==> config.mk <==
export PLATFORM = sky130hd
export DESIGN_NAME = dac_channel
export DESIGN_NICKNAME = d
export VERILOG_FILES = /design/src/inc/dac_pkg.sv /design/src/dac_step.sv /design/src/dac_channel.sv
export VERILOG_INCLUDE_DIRS = /design/src /design/src/inc
export SDC_FILE = /design/constraint.sdc
export NUM_CORES = 1
export LEC_CHECK = 0
export BUFFER_PORTS_ARGS = -buffer_cell sky130_fd_sc_hd__buf_2
export CAP_MARGIN = 20
export CORE_MARGIN = 2
export CORE_UTILIZATION = 60
export CTS_CLUSTER_SIZE = 20
export DETAILED_ROUTE_END_ITERATION = 10
export MAX_ROUTING_LAYER = met4
export PLACE_DENSITY_LB_ADDON = 0.08
export SYNTH_ARGS = -nofsm -noshare
export SYNTH_HDL_FRONTEND = slang
export SYNTH_SLANG_ARGS = --single-unit
export TNS_END_PERCENT = 20
==> constraint.sdc <==
create_clock -name pclk -period 4.3 [get_ports pclk]
set_input_delay 1.075 -clock pclk [delete_from_list [all_inputs] [get_ports pclk]]
set_output_delay 1.075 -clock pclk [all_outputs]
set_load 0.02 [all_outputs]
==> src/inc/dac_defines.svh <==
// register offsets, field positions and reset values of the channel address block
`ifndef DAC_DEFINES_SVH
`define DAC_DEFINES_SVH

`define DAC_AW            24
`define DAC_OFS_MEM_PTR   8'h04
`define DAC_OFS_MEM_LIM   8'h08
`define DAC_OFS_DEV_PTR   8'h0C
`define DAC_OFS_CTRL      8'h10
`define DAC_OFS_IRQ_STS   8'h14
`define DAC_OFS_IRQ_EN    8'h18
`define DAC_OFS_IRQ_CLR   8'h1C

`define DAC_B_ABORT       25
`define DAC_B_GO          24
`define DAC_B_SIZE_HI     22
`define DAC_B_SIZE_LO     20
`define DAC_B_HW_OFF      19
`define DAC_B_LOCK        18
`define DAC_B_INC_DEV     17
`define DAC_B_INC_MEM     16
`define DAC_B_SEL_HI      15
`define DAC_B_SEL_LO      9
`define DAC_B_DIR         8
`define DAC_B_BUSY        5

`define DAC_NSTS          3
`define DAC_S_DONE        0
`define DAC_S_TERM        1
`define DAC_S_ABORT       2

`define DAC_RST_PTR       24'h000000
`define DAC_RST_SIZE      3'h0
`define DAC_RST_SEL       7'h00
`define DAC_RST_STS       3'h0
`define DAC_RST_WORD      32'h00000000

`endif

==> src/inc/dac_pkg.sv <==
// types of the channel address block
package dac_pkg;

  typedef enum logic [1:0]
  {
    DAC_IDLE = 2'b00,
    DAC_WAIT = 2'b01,
    DAC_MOVE = 2'b10
  } dac_state_t;

  typedef struct packed
  {
    dac_state_t  st;
    logic [23:0] mem_ptr;
    logic [23:0] mem_lim;
    logic [23:0] dev_ptr;
    logic        abort;
    logic        go;
    logic [2:0]  size;
    logic        hw_off;
    logic        lock;
    logic        inc_dev;
    logic        inc_mem;
    logic [6:0]  sel;
    logic        dir;
    logic [2:0]  sts;
    logic [2:0]  ien;
    logic [31:0] prdata;
    logic        pkt_req;
    logic        fc_done;
  } dac_regs_t;

endpackage

==> src/dac_step.sv <==
// pointer step: adds the packet size when auto-increment is on
`timescale 1ns/1ps
`include "dac_defines.svh"

module dac_step
  import dac_pkg::*;
(
  input  wire logic [23:0] ptr,
  input  wire logic [2:0]  size,
  input  wire logic        inc,
  output logic      [23:0] next_ptr
);

  // wraps at the top of the 24-bit space, as the bus address does
  assign next_ptr = inc ? ptr + {21'h000000, size} : ptr;

endmodule

==> src/dac_channel.sv <==
// one dma channel: address limit, peripheral pointer and upper control fields
`timescale 1ns/1ps
`include "dac_defines.svh"

module dac_channel
  import dac_pkg::*;
(
  input  wire logic        pclk,
  input  wire logic        presetn,
  input  wire logic        psel,
  input  wire logic        penable,
  input  wire logic        pwrite,
  input  wire logic [7:0]  paddr,
  input  wire logic [31:0] pwdata,
  output logic      [31:0] prdata,
  output logic             pready,
  output logic             pslverr,
  output logic             pkt_req,
  input  wire logic        pkt_ack,
  output logic      [23:0] pkt_mem_addr,
  output logic      [23:0] pkt_dev_addr,
  output logic      [2:0]  pkt_size,
  output logic             pkt_dir,
  output logic             pkt_lock,
  output logic      [6:0]  fc_sel,
  input  wire logic        fc_req,
  input  wire logic        fc_term,
  output logic             fc_done,
  output logic             busy,
  output logic             irq
);

  dac_regs_t   r;
  dac_regs_t   next_r;
  logic [23:0] next_mem;
  logic [23:0] next_dev;
  logic        wr;
  logic        rd_setup;
  logic        mapped;
  logic        hw_req;
  logic        hw_term;
  logic        limit_hit;
  logic [2:0]  sts_set;
  logic [2:0]  sts_clr;
  logic [31:0] ctrl_word;

  dac_step u_mem_step
  (
    .ptr      (r.mem_ptr),
    .size     (r.size),
    .inc      (r.inc_mem),
    .next_ptr (next_mem)
  );

  dac_step u_dev_step
  (
    .ptr      (r.dev_ptr),
    .size     (r.size),
    .inc      (r.inc_dev),
    .next_ptr (next_dev)
  );

  assign wr       = psel & penable & pwrite;
  assign rd_setup = psel & ~penable & ~pwrite;

  always_comb
  begin
    if (paddr == `DAC_OFS_MEM_PTR)
      mapped = 1'b1;
    else if (paddr == `DAC_OFS_MEM_LIM)
      mapped = 1'b1;
    else if (paddr == `DAC_OFS_DEV_PTR)
      mapped = 1'b1;
    else if (paddr == `DAC_OFS_CTRL)
      mapped = 1'b1;
    else if (paddr == `DAC_OFS_IRQ_STS)
      mapped = 1'b1;
    else if (paddr == `DAC_OFS_IRQ_EN)
      mapped = 1'b1;
    else if (paddr == `DAC_OFS_IRQ_CLR)
      mapped = 1'b1;
    else
      mapped = 1'b0;
  end

  assign hw_req  = fc_req & ~r.hw_off;
  assign hw_term = fc_term & ~r.hw_off;

  // limit only counts with memory increment
  assign limit_hit = r.inc_mem & (next_mem == r.mem_lim);

  // reserved control bits assembled as zero
  always_comb
  begin
    ctrl_word                                 = `DAC_RST_WORD;
    ctrl_word[`DAC_B_ABORT]                   = r.abort;
    ctrl_word[`DAC_B_GO]                      = r.go;
    ctrl_word[`DAC_B_SIZE_HI:`DAC_B_SIZE_LO]  = r.size;
    ctrl_word[`DAC_B_HW_OFF]                  = r.hw_off;
    ctrl_word[`DAC_B_LOCK]                    = r.lock;
    ctrl_word[`DAC_B_INC_DEV]                 = r.inc_dev;
    ctrl_word[`DAC_B_INC_MEM]                 = r.inc_mem;
    ctrl_word[`DAC_B_SEL_HI:`DAC_B_SEL_LO]    = r.sel;
    ctrl_word[`DAC_B_DIR]                     = r.dir;
    ctrl_word[`DAC_B_BUSY]                    = (r.st != DAC_IDLE);
  end

  always_comb
  begin
    next_r         = r;
    next_r.fc_done = 1'b0;
    sts_set        = `DAC_RST_STS;
    sts_clr        = `DAC_RST_STS;

    case (r.st)
      DAC_IDLE:
      begin
        if (!r.abort && r.hw_off && r.go)
        begin
          next_r.st      = DAC_MOVE;
          next_r.pkt_req = 1'b1;
        end
        else if (!r.abort && hw_req)
        begin
          next_r.st      = DAC_MOVE;
          next_r.pkt_req = 1'b1;
        end
      end
      DAC_WAIT:
      begin
        if (hw_term)
        begin
          next_r.st                = DAC_IDLE;
          sts_set[`DAC_S_TERM]     = 1'b1;
        end
        else if (hw_req)
        begin
          next_r.st      = DAC_MOVE;
          next_r.pkt_req = 1'b1;
        end
      end
      DAC_MOVE:
      begin
        if (pkt_ack)
        begin
          next_r.mem_ptr = next_mem;
          next_r.dev_ptr = next_dev;
          next_r.pkt_req = 1'b0;
          next_r.fc_done = ~r.hw_off;
          if (limit_hit)
          begin
            next_r.st            = DAC_IDLE;
            next_r.go            = 1'b0;
            sts_set[`DAC_S_DONE] = 1'b1;
          end
          else if (hw_term)
          begin
            next_r.st            = DAC_IDLE;
            sts_set[`DAC_S_TERM] = 1'b1;
          end
          else if (r.hw_off)
          begin
            // firmware flow keeps moving until the limit is hit or an abort, whatever go holds
            next_r.st      = DAC_MOVE;
            next_r.pkt_req = 1'b1;
          end
          else
          begin
            next_r.st = DAC_WAIT;
          end
        end
      end
      default:
      begin
        next_r.st      = DAC_IDLE;
        next_r.pkt_req = 1'b0;
      end
    endcase

    if (r.abort && (r.st != DAC_IDLE))
    begin
      next_r.st             = DAC_IDLE;
      next_r.pkt_req        = 1'b0;
      next_r.go             = 1'b0;
      sts_set               = `DAC_RST_STS;
      sts_set[`DAC_S_ABORT] = 1'b1;
    end

    if (wr)
    begin
      if (paddr == `DAC_OFS_MEM_PTR)
        next_r.mem_ptr = pwdata[`DAC_AW-1:0];
      else if (paddr == `DAC_OFS_MEM_LIM)
        next_r.mem_lim = pwdata[`DAC_AW-1:0];
      else if (paddr == `DAC_OFS_DEV_PTR)
        next_r.dev_ptr = pwdata[`DAC_AW-1:0];
      else if (paddr == `DAC_OFS_CTRL)
      begin
        // reserved and busy bits not stored
        next_r.abort   = pwdata[`DAC_B_ABORT];
        next_r.go      = pwdata[`DAC_B_GO];
        next_r.size    = pwdata[`DAC_B_SIZE_HI:`DAC_B_SIZE_LO];
        next_r.hw_off  = pwdata[`DAC_B_HW_OFF];
        next_r.lock    = pwdata[`DAC_B_LOCK];
        next_r.inc_dev = pwdata[`DAC_B_INC_DEV];
        next_r.inc_mem = pwdata[`DAC_B_INC_MEM];
        next_r.sel     = pwdata[`DAC_B_SEL_HI:`DAC_B_SEL_LO];
        next_r.dir     = pwdata[`DAC_B_DIR];
      end
      else if (paddr == `DAC_OFS_IRQ_EN)
        next_r.ien = pwdata[`DAC_NSTS-1:0];
      else if (paddr == `DAC_OFS_IRQ_CLR)
        sts_clr = pwdata[`DAC_NSTS-1:0];
    end

    // hardware set wins over a clear in the same cycle
    next_r.sts = (r.sts & ~sts_clr) | sts_set;

    if (rd_setup)
    begin
      if (paddr == `DAC_OFS_MEM_PTR)
        next_r.prdata = {8'h00, r.mem_ptr};
      else if (paddr == `DAC_OFS_MEM_LIM)
        next_r.prdata = {8'h00, r.mem_lim};
      else if (paddr == `DAC_OFS_DEV_PTR)
        next_r.prdata = {8'h00, r.dev_ptr};
      else if (paddr == `DAC_OFS_CTRL)
        next_r.prdata = ctrl_word;
      else if (paddr == `DAC_OFS_IRQ_STS)
        next_r.prdata = {29'h00000000, r.sts};
      else if (paddr == `DAC_OFS_IRQ_EN)
        next_r.prdata = {29'h00000000, r.ien};
      else
        next_r.prdata = `DAC_RST_WORD;
    end
  end

  always_ff @(posedge pclk or negedge presetn)
  begin
    if (!presetn)
    begin
      r.st      <= DAC_IDLE;
      r.mem_ptr <= `DAC_RST_PTR;
      r.mem_lim <= `DAC_RST_PTR;
      r.dev_ptr <= `DAC_RST_PTR;
      r.abort   <= 1'b0;
      r.go      <= 1'b0;
      r.size    <= `DAC_RST_SIZE;
      r.hw_off  <= 1'b0;
      r.lock    <= 1'b0;
      r.inc_dev <= 1'b0;
      r.inc_mem <= 1'b0;
      r.sel     <= `DAC_RST_SEL;
      r.dir     <= 1'b0;
      r.sts     <= `DAC_RST_STS;
      r.ien     <= `DAC_RST_STS;
      r.prdata  <= `DAC_RST_WORD;
      r.pkt_req <= 1'b0;
      r.fc_done <= 1'b0;
    end
    else
    begin
      r <= next_r;
    end
  end

  // zero wait states; unmapped offsets answer with an error
  assign pready  = 1'b1;
  assign pslverr = psel & penable & ~mapped;
  assign prdata  = r.prdata;

  assign pkt_req      = r.pkt_req;
  assign pkt_mem_addr = r.mem_ptr;
  // peripheral side addressed by its pointer
  assign pkt_dev_addr = r.dev_ptr;
  assign pkt_size     = r.size;
  assign pkt_dir      = r.dir;
  assign pkt_lock     = r.lock;
  assign fc_sel       = r.sel;
  assign fc_done      = r.fc_done;
  assign busy         = (r.st != DAC_IDLE);
  assign irq          = |(r.sts & r.ien);

endmodule

* After elaboration in Yosys (flattened, before gate mapping)
Index checks and enable logic that the tools add are counted.
Word-level totals: register bits after elaboration 131, input bits 48, output and inout bits 98, word-level logic and storage cells 133
Operators by class: add/subtract/negate cells 2, equality and inequality tests 15, mux-type cells 65, bitwise operators 20, reduce and logical (&&, ||, !) cells 13
Operators with widths (count):
- 24-bit two-way mux | 8
- 26-bit two-way mux | 5
- 89-bit two-way mux | 1
- 65-bit two-way mux | 1
- 24-bit by 3-bit adder with 24-bit output | 2
- 41-bit two-way mux | 1
- 17-bit two-way mux | 2
- 8-bit by 5-bit equality test with 1-bit output, second input constant | 4
- 3-bit two-way mux | 10
- 24-bit equality test | 1
- 1-bit two-way mux | 24
- 2-bit two-way mux | 10
- 8-bit by 4-bit equality test with 1-bit output, second input constant | 2
- 3-bit inequality test, second input constant | 3
- 1-bit AND | 8
- 8-bit by 3-bit equality test with 1-bit output, second input constant | 1
- 4-bit inequality test, second input constant | 2
- 1-bit inverter | 8
- 3-bit AND | 2
- 2-bit case mux with 3 select lines | 1
- 3-bit AND reduction | 2
- 6-bit AND reduction | 1
- 5-bit AND reduction | 1
- 1-bit logical AND | 4
- 11 further kinds | 11

* Logic depth before layout (Yosys ltp)
depth in word-level cells 13, depth in mapped cells 12, mapped depth without buffers 11

* Modules after synthesis
Synthesis repeated with hierarchy kept, for this count alone.
Second synthesis, totals: cell total of the unflattened synthesis 830, area, all modules 8034.0 um2
Modules (own cells, without submodules):
- dac_channel | instances 1, cells an instance 684, area an instance 6939.2 um2, sequential area each 3128.0 um2
- dac_step at u_dev_step | instances 1, cells an instance 73, area an instance 551.8 um2, sequential area each 0.0 um2
- dac_step at u_mem_step | instances 1, cells an instance 73, area an instance 543.0 um2, sequential area each 0.0 um2

* Worst setup path before layout
Ideal clock, no wire load.
kind in2out, start input paddr[2], end output pslverr, data arrival time 2678 ps, data required time 3225 ps, path slack 547 ps, cell stages on the path 7, path through nor3b_1 > nand2_1 > or2_2 > clkbuf_1 > nand2_1 > buf_2 > nor4_1
On the way: longest elaborated chain between the ends 10, elaborated cells on any way between the ends 16, classes of those cells 7 x eq/ne; 7 x mux; 2 x bitwise
Ends and longest elaborated chain:
- start: declaration | line dac_channel.sv:13 | input wire logic [7:0] paddr,
- 8-bit by 5-bit equality test with 1-bit output (no source line)
- 1-bit two-way mux | line dac_channel.sv:80 | else if (paddr == `DAC_OFS_IRQ_CLR)
- 1-bit two-way mux | line dac_channel.sv:78 | else if (paddr == `DAC_OFS_IRQ_EN)
- 1-bit two-way mux | line dac_channel.sv:76 | else if (paddr == `DAC_OFS_IRQ_STS)
- 1-bit two-way mux | line dac_channel.sv:74 | else if (paddr == `DAC_OFS_CTRL)
- 1-bit two-way mux | line dac_channel.sv:72 | else if (paddr == `DAC_OFS_DEV_PTR)
- 1-bit two-way mux | line dac_channel.sv:70 | else if (paddr == `DAC_OFS_MEM_LIM)
- 1-bit two-way mux * | line dac_channel.sv:68 | if (paddr == `DAC_OFS_MEM_PTR)
- 1-bit inverter * | line dac_channel.sv:269 | assign pslverr = psel & penable & ~mapped;
- 1-bit AND * | line dac_channel.sv:269
- end: declaration | line dac_channel.sv:17 | output logic pslverr,
Every way passes the cells marked *; elsewhere a longest branch is shown, timed or not.

* Final worst setup path
start input paddr[4], end output pslverr
The elaborated chain is that of the path after synthesis.

==> results.py <==
metrics = {
    "synthesis": {
        "yosysSeqAreaShare": 0.3830,
        "syn_area_sq_um": 8168,
        "synthFlopType": "dfrtp_1",
        "synth-async-reset-ratio": 1.000,
        "syn_inst": 922,
        "ys_seq_elements": 125,
        "ys_warn_count": 0,
        "syn_area_per_cell_sq_um": 8.859,
        "synth_edf_count": 0,
        "netlist-cell-type-count": 72,
    },
    "placement": {
        "io_buffers": 132,
        "place_area_sq_um": 8313,
        "place.gp.congestion": 0.9231,
        "post-dp-hpwl_um": 16880,
    },
    "final_layout": {
        "nNetsFinal": 1016,
        "postLayoutCoreUtil": 0.6750,
        "final_area_sq_um": 8939,
        "layout_commonest_cell": "buf_2",
        "drive_gt1_frac": 0.2430,
        "layout_common_cells": "buf_2, dfrtp_1, nand2_1",
        "diodes": 0,
        "area_delta_synth_final_pct": 9.436,
    },
    "critical_path": {
        "cp.required_ns": 3.22,
        "endpoint_kind": "output pin",
        "critPathBufInv": 2,
        "startpoint_type": "primary input",
        "crit_chain": "buf_2, nor4_1, nand2_1, or2_2, nand2_1, nor4_1, buf_2",
        "critPathTopFamily": "simple AND/OR/NAND/NOR gates",
        "crit_fanout": 17,
        "path_class": "in2out",
        "slowest_delay_ns": 0.55,
        "crit_path_top_delay_cell": "nor4_1",
        "worstPathArrival_ns": 2.73,
    },
    "die": {
        "dieHeight_um": 120.7,
        "core_area_sq_um": 13240,
        "die_w_um": 120.7,
        "start_util": 0.6168,
        "rows": 42,
        "pin_count": 146,
        "dieArea_sq_um": 14560,
    },
    "route": {
        "antenna_left": 0,
        "top_layer": "met4",
        "drt_iter0_markers": 671,
        "wire_per_inst_um": 20.74,
        "wirelength_um": 23700,
        "vias": 7067,
        "drc": 0,
        "met1_length_um": 9778,
        "wl_met3_um": 1526,
        "wl_met2_um": 11590,
        "vias_per_cell": 6.183,
        "dr.pass1.iters": 7,
    },
    "power": {
        "power_leakage_nw": 4.321,
        "cellInternalPower_mw": 2.388,
        "p_per_area_nw_per_um2": 367.5,
        "total_power_mw": 3.285,
        "pwr-share-seq": 0.396,
        "clockPowerShare": 0.454,
        "swShare": 0.2732,
        "combPwrFrac": 0.150,
        "power.net_switching_uw": 897.3,
        "max-vdd-ir-drop_mv": 0.2765,
    },
    "sta": {
        "setup_viol": 0,
        "period_share": 0.8854,
        "period_needed_ns": 3.807,
        "slew_headroom": 0.5040,
        "whs_ns": 0.4706,
        "max_freq_mhz": 262.7,
        "rsz0062_at_grt": "no",
        "worst_pin_slew_ns": 0.7440,
        "fin_skew_ns": 0.009123,
        "hold_violations": 0,
        "tns_ns": 0,
        "slew_viol_final": 0,
    },
    "global_routing": {
        "grt_first_pass_wirelength_um": 36670,
        "grt_overflow": 0,
        "grt_pass1_vias": 6788,
        "grt_antenna_before_repair": 0,
        "track_usage": 0.3421,
        "grt_max_degree": 69,
    },
    "clocking": {
        "root_buffer": "clkbuf_16",
        "cts_tree": "yes",
        "cts_setup_buffers": 0,
        "clock_sinks": 125,
        "cts-resized-gates": 0,
        "cts_hold_buf": 0,
        "path_clk_slew_ns": 0.05,
        "cts.path.max_buffers": 2,
        "clk_latency_ns": 0.42,
        "numCtsBuffers": 17,
        "h-tree-depth": 4,
    },
    "hold_path": {
        "hp-class": "reg2reg",
    },
    "run": {
        "max-cap-violations": 0,
    },
    "run_status": {
        "outcome": "finished clean",
    },
}
[per-layer routing]
metal / vias up / GRT usage
met1: 3499 / 0.4302
met3: 59 / 0.06462
li1: 3207 / -
met4: 0 / 0.1533
met5: - / -
met2: 302 / 0.5406
[stage by stage]
stage / cells / setup slack, ns
floorplan: 927 / 0.5470
global placement: 1111 / 0.5084
detailed placement: 1111 / 0.4905
CTS: 1142 / 0.4835
global route: 1143 / 0.3739
finish: 1143 / 0.4929
[final cells by class]
cell class	instances	area, sq um
Timing Repair Buffer	148	815.8
Multi-Input combinational cell	644	4105
Clock inverter	8	140.1
Sequential cell	125	3128
Fill cell	1149	4304
Inverter	19	71.32
Clock buffer	23	457.9
Tap cell	176	220.2
[worst reg2reg max path: stages, from the launching register on]
cell	delay [ns]
dfrtp_1	0.44
ha_1	0.22
inv_1	0.06
fa_1	0.41
and2b_1	0.40
o2111ai_4	0.30
or2_1	0.34
a31oi_1	0.29
nand4_1	0.17
nand4b_2	0.32
and3_1	0.25
o31a_1	0.23
[final timing paths]
| kind | startpoint | endpoint | slack [ns] | cells past startpoint |
|---|---|---|---|---|
| max in group asynchronous | presetn | r[129] | 2.76 | 2 |
| min reg2reg | prdata[3] | prdata[3] | 0.47 | 2 |
| min in group asynchronous | presetn | fc_sel[0] | 0.71 | 1 |
| min | prdata[3] | prdata[3] | 0.47 | 2 |
| max reg2reg | pkt_size[0] | pkt_req | 0.76 | 11 |
| max | paddr[4] | pslverr | 0.49 | 7 |
[cell families after synthesis]
logic type	share of synthesized area
simple gates	0.1910
fa+ha+maj	0.02175
flops	0.3830
mux	0.05959
buf+inv	0.1184
compound gates	0.1589
xor+xnor	0.06648
other cells	0.0009195
[flip-flops by register name, summed over array words and instances, names as in the netlist]
signal        cells
r                32
pkt_lock          1
pkt_size          3
fc_done           1
ctrl_word         5
pkt_dir           1
pkt_mem_addr     24
fc_sel            7
pkt_dev_addr     24
prdata           26
pkt_req           1
[power by group through the flow]
| stage | sequential (mW) | clock (mW) | combinational, mW |
|---|---|---|---|
| 2_1_floorplan | 1.30 | 0 | 0.343 |
| 3_3_place_gp | 1.32 | 0 | 0.474 |
| 3_5_place_dp | 1.32 | 0 | 0.484 |
| 4_1_cts | 1.30 | 1.50 | 0.488 |
| 5_1_grt | 1.31 | 1.56 | 0.533 |
| 6_report | 1.30 | 1.49 | 0.493 |
[Yosys cell counts (all sizes together), types with 10 or more instances]
| cell type | count | area (sq um) |
|---|---|---|
| xnor2 | 33 | 289.0 |
| clkbuf | 33 | 123.9 |
| o221ai | 17 | 148.9 |
| and3 | 10 | 63.81 |
| nand3 | 19 | 100.1 |
| nor3 | 16 | 85.08 |
| buf | 106 | 772.0 |
| ha | 11 | 137.6 |
| nand2 | 116 | 435.4 |
| a21oi | 73 | 365.4 |
| mux2 | 37 | 416.7 |
| xor2 | 29 | 254.0 |
| a31oi | 13 | 81.33 |
| inv | 19 | 71.32 |
| o21ai | 42 | 210.2 |
| dfrtp | 125 | 3128 |
| nor2 | 91 | 344.1 |
| nand4 | 13 | 102.6 |
No activity file was read; power rests on OpenSTA's default activity.
